File: src/sar_ctrl_pkg.sv
/*
  Package for the successive-approximation conversion control:
  bit counts, timing constants, state codes and bus carriers.
  Assumes a single 10 MHz system clock.
*/
package sar_ctrl_pkg;
  localparam int RESULT_BITS = 10;
  localparam int BUS_BITS = 8;
  localparam int STEP_CLKS = 8;
  localparam int STEP_W = 3;
  localparam int NUM_STEPS = 10;
  localparam int CONV_CLKS = 80;
  localparam int CLK_PERIOD_NS = 100;
  localparam int ONESHOT_NS = 400;
  // longest time, rounded down, at least one cycle
  localparam int ONESHOT_CLKS_RAW = ONESHOT_NS / CLK_PERIOD_NS;
  localparam int ONESHOT_CLKS = (ONESHOT_CLKS_RAW < 1) ? 1 : ONESHOT_CLKS_RAW;
  localparam int ONESHOT_W = 3;
  localparam logic [RESULT_BITS-1:0] RESULT_RST = 10'h000;
  localparam logic [STEP_W-1:0] STEP_LAST = 3'h7;
  localparam logic [5:0] LOW_BYTE_PAD = 6'h00;

  typedef enum logic [1:0] {
    ST_IDLE = 2'b00,
    ST_HOLD = 2'b01,
    ST_CONV = 2'b10
  } conv_state_t;

  typedef struct packed {
    logic select_n;
    logic start_n;
    logic read_n;
  } host_strobes_t;

  typedef struct packed {
    logic [BUS_BITS-1:0] data;
    logic oe;
  } data_bus_t;
endpackage

File: src/done_oneshot.sv
/*
  One-shot that stretches a single-cycle trigger into a pulse of
  ONESHOT_CLKS cycles. Assumes synchronous trigger and released reset.
*/
`timescale 1ns/10ps
`default_nettype none
module done_oneshot
  import sar_ctrl_pkg::*;
(
  input wire logic clk_i,
  input wire logic rst_b_i,
  input wire logic trig_i,
  output logic pulse_o
);
  logic [ONESHOT_W-1:0] count;

  always_ff @(posedge clk_i or negedge rst_b_i) begin
    if (!rst_b_i) begin
      count <= '0;
    end else if (trig_i) begin
      count <= ONESHOT_W'(ONESHOT_CLKS);
    end else if (count != '0) begin
      count <= count - 1'b1;
    end
  end

  assign pulse_o = (count != '0);
endmodule
`default_nettype wire

File: src/sar_conv_ctrl.sv
/*
  Conversion control of a 10-bit successive-approximation converter
  with an 8-bit strobe interface. Assumes host strobes are asynchronous
  pins, comparator output is a pin, and the data bus is resolved outside.
*/
`timescale 1ns/10ps
`default_nettype none
// Behaviour
// RULE_01 - msb first, ten comparisons, eighty clocks in total
// RULE_02 - result lands in output latch before done goes low
// RULE_03 - free running: done wired to start with select low
// RULE_04 - host gives one start pulse after power-up
// RULE_05 - new start aborts a running conversion
// RULE_06 - start falling clears result and shift stages
// RULE_07 - select and start low hold reset, no progress
// RULE_08 - conversion begins 1 to 8 clocks after strobe release; code always waits 8 clocks after the synchronised release
// RULE_09 - start flop clears step counter, done, loads marker one
// RULE_10 - gated clear drops start flop only once condition gone
// RULE_11 - marker leaving copies result, transfer fall fires one-shot
// RULE_12 - done low for the one-shot length even while reading
// RULE_13 - select and read low clear done and drive bus
// RULE_14 - two reads: bits 9..2, then bits 1..0 padded
// RULE_15 - each step sets trial bit, keeps it if comparator high
module sar_conv_ctrl
  import sar_ctrl_pkg::*;
(
  input wire logic sys_clk_i,
  input wire logic rst_b_i,
  input wire logic select_n_i,
  input wire logic start_n_i,
  input wire logic read_n_i,
  input wire logic comp_high_i,
  output logic conv_done_n_o,
  output logic [BUS_BITS-1:0] data_o,
  output logic data_oe_o,
  output logic [RESULT_BITS-1:0] trial_o
);
  logic rst_m, rst_s;
  host_strobes_t strb_m, strb_s, strb_d;
  logic comp_m, comp_s;
  conv_state_t state, next_state;
  logic start_flop;
  logic [RESULT_BITS-1:0] marker;
  logic [RESULT_BITS-1:0] sar;
  logic [RESULT_BITS-1:0] out_latch;
  logic [STEP_W-1:0] step;
  logic result_transfer, result_transfer_d;
  logic done_flag;
  logic byte_sel;
  logic first_stage_flop;
  logic oneshot;
  data_bus_t bus;
  logic [6:0] conv_cycles;

  always_ff @(posedge sys_clk_i or negedge rst_b_i) begin
    if (!rst_b_i) begin
      rst_m <= 1'b0;
      rst_s <= 1'b0;
    end else begin
      rst_m <= 1'b1;
      rst_s <= rst_m;
    end
  end

  always_ff @(posedge sys_clk_i or negedge rst_s) begin
    if (!rst_s) begin
      strb_m <= 3'b111;
      strb_s <= 3'b111;
      strb_d <= 3'b111;
      comp_m <= 1'b0;
      comp_s <= 1'b0;
    end else begin
      strb_m <= '{select_n: select_n_i, start_n: start_n_i, read_n: read_n_i};
      strb_s <= strb_m;
      strb_d <= strb_s;
      comp_m <= comp_high_i;
      comp_s <= comp_m;
    end
  end

  wire start_req = !strb_s.select_n && !strb_s.start_n;
  wire start_fall = start_req && !(!strb_d.select_n && !strb_d.start_n);
  wire read_req = !strb_s.select_n && !strb_s.read_n;
  wire read_rise = !read_req && !strb_d.select_n && !strb_d.read_n;
  // RULE_10 gated start clear
  wire start_clear_gate = first_stage_flop && (step == STEP_LAST) && !start_req;
  wire step_end = (step == STEP_LAST);
  // RULE_05 abort wins over completion
  wire marker_out = (state == ST_CONV) && step_end && marker[0] && !start_req;
  wire result_transfer_fall = result_transfer_d && !result_transfer;

  assign first_stage_flop = marker[RESULT_BITS-1];

  always_comb begin
    next_state = state;
    case (state)
      ST_IDLE: if (start_req) next_state = ST_HOLD;
      ST_HOLD: if (start_clear_gate) next_state = ST_CONV;
      ST_CONV: begin
        if (start_req) next_state = ST_HOLD;
        else if (marker_out) next_state = ST_IDLE;
      end
      default: next_state = ST_IDLE;
    endcase
  end

  always_ff @(posedge sys_clk_i or negedge rst_s) begin
    if (!rst_s) begin
      state <= ST_IDLE;
      start_flop <= 1'b0;
      step <= '0;
      marker <= '0;
      sar <= RESULT_RST;
    end else begin
      state <= next_state;
      // RULE_05 RULE_06 RULE_07 abort and hold
      if (start_req) begin
        start_flop <= 1'b1;
        step <= '0;
        sar <= RESULT_RST;
        // RULE_09 load marker one
        marker <= {1'b1, {(RESULT_BITS-1){1'b0}}};
      end else if (state == ST_HOLD) begin
        // RULE_08 phase wait of exactly 8 clocks
        step <= step + 1'b1;
        if (start_clear_gate) begin
          start_flop <= 1'b0;
          sar <= {1'b1, {(RESULT_BITS-1){1'b0}}};
        end
      end else if (state == ST_CONV) begin
        // RULE_01 RULE_15 eight clocks per trial bit
        step <= step + 1'b1;
        if (step_end) begin
          marker <= marker >> 1;
          sar <= (sar & ~marker) | (comp_s ? marker : '0) | (marker >> 1);
        end
      end
    end
  end

  always_ff @(posedge sys_clk_i or negedge rst_s) begin
    if (!rst_s) begin
      result_transfer <= 1'b0;
      result_transfer_d <= 1'b0;
      out_latch <= RESULT_RST;
    end else begin
      result_transfer_d <= result_transfer;
      result_transfer <= marker_out;
      // RULE_02 RULE_11 copy result on transfer
      if (marker_out) begin
        out_latch <= (sar & ~marker) | (comp_s ? marker : '0);
      end
    end
  end

  // RULE_11 RULE_12 one-shot on transfer fall
  done_oneshot u_oneshot (
    .clk_i(sys_clk_i),
    .rst_b_i(rst_s),
    .trig_i(result_transfer_fall),
    .pulse_o(oneshot)
  );

  always_ff @(posedge sys_clk_i or negedge rst_s) begin
    if (!rst_s) begin
      done_flag <= 1'b0;
      byte_sel <= 1'b0;
    end else begin
      // RULE_12 RULE_13 set wins over read clear
      if (oneshot) begin
        done_flag <= 1'b1;
      end else if (read_req || start_flop) begin
        done_flag <= 1'b0;
      end
      // RULE_14 byte order toggles per read
      if (marker_out || start_req) begin
        byte_sel <= 1'b0;
      end else if (read_rise) begin
        byte_sel <= ~byte_sel;
      end
    end
  end

  // RULE_14 byte format
  wire [BUS_BITS-1:0] byte_out = byte_sel ? {out_latch[1:0], LOW_BYTE_PAD} : out_latch[RESULT_BITS-1:2];
  assign bus = '{data: byte_out, oe: read_req};
  assign data_o = bus.data;
  assign data_oe_o = bus.oe;
  assign conv_done_n_o = ~done_flag;
  assign trial_o = sar;

  property p_hold_no_progress;
    @(posedge sys_clk_i) disable iff (!rst_s)
      start_req |=> (state == ST_HOLD) && (marker == 10'h200);
  endproperty
  a_hold_no_progress: assert property (p_hold_no_progress) else $error("start held but progress made"); // RULE_07

  property p_start_within_8;
    @(posedge sys_clk_i) disable iff (!rst_s)
      (state == ST_HOLD && !start_req) |-> ##[1:8] (state == ST_CONV || start_req);
  endproperty
  a_start_within_8: assert property (p_start_within_8) else $error("conversion did not start in 8 clocks"); // RULE_08

  // RULE_01 cycles spent converting
  always_ff @(posedge sys_clk_i or negedge rst_s) begin
    if (!rst_s) begin
      conv_cycles <= 7'h00;
    end else if (state == ST_CONV) begin
      conv_cycles <= conv_cycles + 7'h01;
    end else begin
      conv_cycles <= 7'h00;
    end
  end

  property p_conv_length;
    @(posedge sys_clk_i) disable iff (!rst_s)
      marker_out |-> conv_cycles == 7'(CONV_CLKS - 1);
  endproperty
  a_conv_length: assert property (p_conv_length) else $error("conversion ended early"); // RULE_01

  property p_abort;
    @(posedge sys_clk_i) disable iff (!rst_s)
      (state == ST_CONV && start_req) |=> state == ST_HOLD;
  endproperty
  a_abort: assert property (p_abort) else $error("start did not abort"); // RULE_05

  property p_clear_on_start;
    @(posedge sys_clk_i) disable iff (!rst_s)
      start_fall |=> sar == 10'h000 && step == 3'h0;
  endproperty
  a_clear_on_start: assert property (p_clear_on_start) else $error("start did not clear search"); // RULE_06

  property p_latch_before_done;
    @(posedge sys_clk_i) disable iff (!rst_s)
      marker_out |=> (out_latch == trial_o) && conv_done_n_o ##2 conv_done_n_o ##1 !conv_done_n_o;
  endproperty
  a_latch_before_done: assert property (p_latch_before_done) else $error("done not after latch"); // RULE_02

  property p_done_pulse;
    @(posedge sys_clk_i) disable iff (!rst_s)
      $rose(oneshot) |=> (!conv_done_n_o) [*4];
  endproperty
  a_done_pulse: assert property (p_done_pulse) else $error("done pulse too short"); // RULE_12

  property p_read_clears;
    @(posedge sys_clk_i) disable iff (!rst_s)
      (read_req && !oneshot) |=> conv_done_n_o && data_oe_o == read_req;
  endproperty
  a_read_clears: assert property (p_read_clears) else $error("read did not clear done"); // RULE_13

  property p_second_byte;
    @(posedge sys_clk_i) disable iff (!rst_s)
      byte_sel |-> data_o[5:0] == 6'h00;
  endproperty
  a_second_byte: assert property (p_second_byte) else $error("low byte padding wrong"); // RULE_14

  c_conv: cover property (@(posedge sys_clk_i) disable iff (!rst_s) marker_out);
  c_abort: cover property (@(posedge sys_clk_i) disable iff (!rst_s) state == ST_CONV && start_req);
  c_read_two: cover property (@(posedge sys_clk_i) disable iff (!rst_s) read_rise && byte_sel);
endmodule
`default_nettype wire

File: config.mk
export PLATFORM = sky130hd
export DESIGN_NAME = sar_conv_ctrl
export DESIGN_NICKNAME = d
export VERILOG_FILES = /design/src/sar_ctrl_pkg.sv /design/src/done_oneshot.sv /design/src/sar_conv_ctrl.sv
export SDC_FILE = /design/constraint.sdc
export NUM_CORES = 1
export LEC_CHECK = 0
export BUFFER_PORTS_ARGS = -buffer_cell sky130_fd_sc_hd__buf_2
export CAP_MARGIN = 20
export CELL_PAD_IN_SITES_DETAIL_PLACEMENT = 0
export CELL_PAD_IN_SITES_GLOBAL_PLACEMENT = 1
export CORE_ASPECT_RATIO = 0.5
export CORE_MARGIN = 5
export CORE_UTILIZATION = 46
export CTS_CLUSTER_SIZE = 14
export DETAILED_ROUTE_END_ITERATION = 7
export PLACE_DENSITY = 0.8
export SLEW_MARGIN = 20
export SYNTH_ARGS = -nofsm -noshare
export SYNTH_HDL_FRONTEND = slang
export SYNTH_SLANG_ARGS = --single-unit
File: constraint.sdc
create_clock -name sys_clk_i -period 2.1 [get_ports sys_clk_i]
set_input_delay 0.21 -clock sys_clk_i [delete_from_list [all_inputs] [get_ports sys_clk_i]]
set_output_delay 0.21 -clock sys_clk_i [all_outputs]
set_load 0.005 [all_outputs]
---- After elaboration in Yosys (flattened, before gate mapping) ----
Cells that the tools add are included.
word-level totals
  input bits .............................. 6
  logic and storage cells ................. 102
  output and inout port bits .............. 20
  flip-flop bits (word level) ............. 55
cells by class
  equality and inequality tests ........... 8
  reduce and logical (&&, ||, !) cells .... 35
  add/sub/neg operators ................... 2
  bitwise operators ....................... 6
  muxes and demuxes ....................... 28
operators with widths
  operator             count
  $mux 10              10
  $mux 3               5
  $reduce_bool 2->1    7
  $and 10x10->10       1
  $logic_and 1x1->1    10
  $not 10->10          1
  $or 10x10->10        1
  $or 10x9->10         1
  $reduce_and 3->1     3
  $reduce_bool 3->1    3
  $logic_not 1->1      8
  $mux 2               4
  $mux 8               1
  $mux 1               7
  $ne 2x2->1 const B   3
  $ne 3x3->1 const B   2
  $pmux 2 s3           1
  $add 3x1->3 const B  1
  $eq 3x3->1 const B   1
  $sub 3x1->3 const B  1
  $eq 2x1->1 const B   1
  $eq 2x2->1 const B   1
  $logic_not 2->1      1
  $logic_or 1x1->1     2
  2 further kinds      3

---- Depth between registers and ports, before layout ----
  word-level depth ........................ 8
  gate-level depth with buffers ........... 7
  depth with buffers taken out ............ 5

---- By module ----
Synthesis repeated with hierarchy kept, for this count alone.
second synthesis, totals
  cells, all modules ...................... 222
  area, all modules ....................... 2527.4 um^2
by module, submodules not included
  module         instances  sequential area each (um^2)  area an instance (um^2)  cells each
  sar_conv_ctrl  1          1311.3                       2349.8                   206
  done_oneshot   1          75.1                         177.7                    16

---- Worst setup path after synthesis ----
No wires, ideal clock.
  kind .................................... register to register
  start point ............................. reg step[0]
  end point ............................... reg byte_sel
  setup slack ............................. 0.491 ns
  stages on the path, launching flop included .. 7
  required time ........................... 2.006 ns
  buffers on the path ..................... 2
  period minus slack after synthesis ...... 1.609 ns
  library setup time ...................... 0.094 ns
  arrival time ............................ 1.515 ns
  cells stage by stage .................... dfrtp_1 > ha_1 > ha_1 > and3b_1 > buf_4 > buf_4 > a221oi_2
on the way
  word-level cells in the longest chain between the ends .. 6
  elaborated cells on any way between the ends .. 7
  classes of those cells .................. 1 x eq/ne; 1 x mux; 5 x reduce/logical
ends and longest elaborated chain
  what                                                line                  source
  start: declaration                                  sar_conv_ctrl.sv:46   logic [STEP_W-1:0] step;
  start signal: assignment                            sar_conv_ctrl.sv:125  step <= step + 1'b1;
  start signal: assignment                            sar_conv_ctrl.sv:132  step <= step + 1'b1;
  $eq 3x3->1 *                                        sar_conv_ctrl.sv:87   wire step_end = (step == STEP_LAST);
  $logic_and 1x1->1 * (3 in a row)                    sar_conv_ctrl.sv:89   wire marker_out = (state == ST_CONV) && step_end && marker[0] && !start_req;
  $logic_or 1x1->1 *                                  sar_conv_ctrl.sv:176  if (marker_out || start_req) begin
  $mux 1 / $reduce_bool 2->1 (equally long branches)  n/a
  end signal: assignment                              sar_conv_ctrl.sv:179  byte_sel <= ~byte_sel;
  end: declaration                                    sar_conv_ctrl.sv:49   logic byte_sel;
Mark *: on every way between the ends. The rest lies on a longest branch, timed or not.
A chain may end at the register's enable or synchronous reset.

---- Final worst setup path ----
  start point ............................. reg step[0]
  end point ............................... reg sar[0] (netlist: trial_o[0])
on the way
  word-level cells in the longest chain between the ends .. 5
  elaborated cells on any way between the ends .. 6
  classes of those cells .................. 2 x eq/ne; 4 x reduce/logical
ends and longest elaborated chain
  what                            line                                      source
  $eq 3x3->1 *                    sar_conv_ctrl.sv:86, sar_conv_ctrl.sv:87
  $logic_and 1x1->1 (2 in a row)  sar_conv_ctrl.sv:86                       wire start_clear_gate = first_stage_flop && (step == STEP_LAST) && !start_req;
  $ne 3x3->1 (no line)            n/a
  $reduce_and 3->1 (no line) *    n/a
  end signal: assignment          sar_conv_ctrl.sv:128                      sar <= {1'b1, {(RESULT_BITS-1){1'b0}}};
  end signal: assignment          sar_conv_ctrl.sv:135                      sar <= (sar & ~marker) | (comp_s ? marker : '0) | (marker >> 1);
  end: declaration                sar_conv_ctrl.sv:44                       logic [RESULT_BITS-1:0] sar;
Marked as above.

==> results.txt <==
----------------------------------------------------
[Outcome]
  Run status ... finished clean

[Yosys]
  Library cell with the largest summed area after synthesis ... sky130_fd_sc_hd__dfrtp_1
  Simple-Gate Fraction of Synth Area ... 0.1461
  Number of distinct standard cells referenced by the synthesized netlist ... 42
  Number of enable-type register cells in the synthesized netlist ... 0
  Cell area after technology mapping ... 2441 µm²
  Synthesized flop and latch total ... 55
  Predominant post-synthesis flop cell ... sky130_fd_sc_hd__dfrtp_1
  Mux cell area share after synthesis ... 0.07740
  Synth top area share ... 0.4818
  Number of synthesis warnings ... 0
  Adder-cell share of the synthesized area ... 0.02050
  Most area-consuming cells after synthesis ... sky130_fd_sc_hd__dfrtp_1 48%, sky130_fd_sc_hd__dfstp_2 8.6%, sky130_fd_sc_hd__mux2_2 6.9%, sky130_fd_sc_hd__nand2_1 4.8%, sky130_fd_sc_hd__a21oi_1 3.1%
  Gate Count Post-Synth ... 217
  Synth Area in XOR/XNOR ... 0.01076
  Top cells by instance count after synthesis ... 47 x sky130_fd_sc_hd__dfrtp_1, 31 x sky130_fd_sc_hd__nand2_1, 15 x sky130_fd_sc_hd__a21oi_1, 15 x sky130_fd_sc_hd__mux2_2, 13 x sky130_fd_sc_hd__inv_1
  Synth Area in Compound Gates ... 0.1322
  FFs w/ async S/R, synth ... 1.000
  Synthesized area per cell ... 11.25 µm²
  Dominant combinational cell family by area after synthesis ... simple AND/OR/NAND/NOR gates
  Sequential share of the synthesized area ... 0.5679
  Most frequently used cell type in the post-synthesis netlist ... sky130_fd_sc_hd__dfrtp_1
  Post-synth net total ... 227

[Placement]
  Worst slack at placement ... about 140 ps
  Routability-driven placement congestion ratio ... 0.7735
  Count of buffers from port buffering ... 25
  DPL Wire Length ... 3.219 mm

[Die]
  Io pins ... 26
  Overall die area ... 6952 µm²
  Initial core utilization ... 0.4860
  Die outline width ... between 100 and 150 µm
  Number of cell rows ... 18
  Die height ... 61.51 µm
  Core ar. ... 5022 µm²

[Detailed routing]
  Detailed-routing iteration count for the pre-antenna-repair pass ... 4
  DRC violation count after routing ... 0
  Number of DRC markers after the initial detailed-route iteration ... 60
  Final wirelength ... 4.678 mm
  Remaining antenna violation count ... 0
  Via count normalized by instance count ... 5.204
  Detailed-route wire length per cell ... 14.71 µm
  Routed vias ... about 1700

[Global routing]
  First-pass GRT wire length ... 7.652 mm
  Antenna violations before repair ... 0
  Largest net degree at the start of global routing ... 50
  Via count of the first global-routing pass ... around 1600
  All-layer global routing usage ... 0.1410
  Gr ovfl total ... 0

[Setup path]
  Worst path buffer plus inverter count ... 0
  Largest incremental delay on the critical path ... between 500 and 600 ps
  Setup Crit Path Kind ... flop to flop
  Launching element type of the critical path ... flop
  Critical Path Source ... step[0]
  Endpoint required time on the critical path ... between 2000 and 2500 ps
  Worst setup slack for register-to-register paths ... 230 ps
  Endpoint class of the critical path ... flop
  Worst endpoint data arrival time ... 2030 ps
  Max Fanout on Critical Path ... 8
  Crit-path most repeated cell ... sky130_fd_sc_hd__ha_1
  Slowest CP cell ... sky130_fd_sc_hd__a311oi_4
  Critical path cell sequence ... ha_1, ha_1, o21ba_2, a311oi_4, a311oi_1
  Delay-heaviest family, CP ... compound AO/OA/AOI/OAI gates
  Critical R2R Launch ... step[0]

[Finish]
  Synth-to-layout area growth ... 14.76%
  Layout net count ... 257
  Share of cells above drive strength 1 ... 0.2823
  Post-route core utilization ... 0.5578
  Final antenna diode count ... 0
  Fill cell count ... around 440

[Clocking]
  H-tree depth ... 2
  Number of buffers on the longest clock path ... 2
  CTS sink count ... 55
  CTS tree ... done
  Source-to-sink clock delay at the later pin of the worst-skew pair ... 310 ps
  CTS buffer count ... 5
  Clock transition at the register clock pins on the worst setup and hold paths after CTS ... 90 ps
  Buffer type at the clock tree root ... sky130_fd_sc_hd__clkbuf_8
  Buffers inserted by post-CTS timing repair ... 0

[STA]
  Setup-failing EPs final ... 0
  Worst slew pin tran ... 799.9 ps
  Setup repair after global routing missed its margin ... no
  Count of endpoints failing hold in the final timing report ... 0
  Slew HR ... 0.4662
  WHS ... 86.90 ps
  Worst-case setup margin in the final layout ... 234.9 ps
  Post-route fraction of the period consumed by the critical path ... 0.8881
  Final Slew Violations ... 0
  Sum of negative setup slack ... 0 ps
  Clock skew after layout ... 9.135 ps
  Peak Freq ... roughly 540 MHz
  Time the final worst path needs with I/O delays and setup ... 1865 ps

[Power and ir drop]
  Power per cell area ... about 800 nW/µm²
  Power after layout ... approximately 2.2 mW
  Lkg Pwr ... between 1 and 1.5 nW
  Worst vdd rail ir drop ... 0.3956 mV

[Min path]
  Min-delay worst type ... flop to async pin

[Job]
  Max Cap Violations ... 0

----------------------------------------------------
[cell usage in the layout (no fill, tap or decap), types with 2 or more instances in the layout]
cell type                       Yosys  routed
sky130_fd_sc_hd__dfrtp_1           47      46
sky130_fd_sc_hd__nand2_1           31      31
sky130_fd_sc_hd__buf_2              4      25
sky130_fd_sc_hd__mux2_2            15      15
sky130_fd_sc_hd__a21oi_1           15      15
sky130_fd_sc_hd__inv_1             13      13
sky130_fd_sc_hd__nor2b_1           12      12
sky130_fd_sc_hd__o21ai_0           12      12
sky130_fd_sc_hd__dfstp_2            8       8
sky130_fd_sc_hd__nor2_1             7       7
sky130_fd_sc_hd__a221oi_1           6       6
sky130_fd_sc_hd__clkbuf_8           0       6
sky130_fd_sc_hd__dlygate4sd3_1      0       5
sky130_fd_sc_hd__ha_1               4       4
sky130_fd_sc_hd__a311oi_1           3       3
sky130_fd_sc_hd__nand2b_1           3       3
sky130_fd_sc_hd__nor2_2             2       2
sky130_fd_sc_hd__nand3b_1           2       2
sky130_fd_sc_hd__or2_2              2       2
sky130_fd_sc_hd__mux2i_1            2       2
sky130_fd_sc_hd__xnor2_1            2       2
sky130_fd_sc_hd__o31ai_1            2       2
sky130_fd_sc_hd__buf_4              2       2
[kinds of logic after synthesis]
family | Yosys count
AO/OA/AOI/OAI | 46
XOR/XNOR | 3
adder cells (fa/ha/maj) | 4
buffers and inverters | 23
flip-flops | 55
multiplexers | 17
other | 1
AND/OR/NAND/NOR | 68
[routing by layer]
| metal | global-route usage | share of wire | vias to the layer above |
|---|---|---|---|
| met5 | 0 | 0 | - |
| met4 | 0.04623 | 0.012 | 0 |
| met3 | 0.03337 | 0.048 | 6 |
| met2 | 0.2348 | 0.46 | 29 |
| met1 | 0.1873 | 0.48 | 815 |
| li1 | - | - | 805 |
[per-stage QoR]
stage	instances	cell area (µm²)
after floorplan	217	2441
after global placement	305	2633
after detailed placement	305	2633
after CTS	318	2800
after global routing	318	2801
final	318	2801
[power breakdown]
group / switching, mW / internal, mW / total (mW)
combinational: 0.150 / 0.146 / 0.296
sequential: 0.0741 / 1.14 / 1.21
clock: 0.339 / 0.386 / 0.726
[timing repair]
| action | 4_1_cts | 5_1_grt |
|---|---|---|
| endpoints found under the setup margin | 0 | 4 |
| hold endpoints to repair | 6 | 0 |
| hold buffers | 5 | 0 |
| resized for setup | 0 | 1 |
[path summary, 6_finish.rpt]
kind	end	depth (start not counted)
max	trial_o[0]	5
min in group sys_clk_i	comp_s	0
min	comp_m	0
max in group asynchronous	strb_d[2]	1
min reg2reg	comp_m	0
max reg2reg	trial_o[0]	5
[area by class of cell]
class | instances | area, µm² | share of cell area
flip-flops and latches | 55 | 1388 | 0.4953
multi-input cells | 139 | 949.7 | 0.3390
repair buffers | 33 | 210.2 | 0.07503
well taps | 70 | 87.58 | 0.03126
clock buffers | 6 | 82.58 | 0.02948
inverters | 13 | 48.80 | 0.01742
clock inverters | 2 | 35.03 | 0.01251
[state kept, by name (all words and copies together) (netlist names), 2 cells and up]
register	flops
trial_o	10
step	3
strb_s	3
marker	10
strb_d	2
u_oneshot.count	3
out_latch	10
strb_m	3
state	2
No activity file was read; power rests on OpenSTA's default activity.
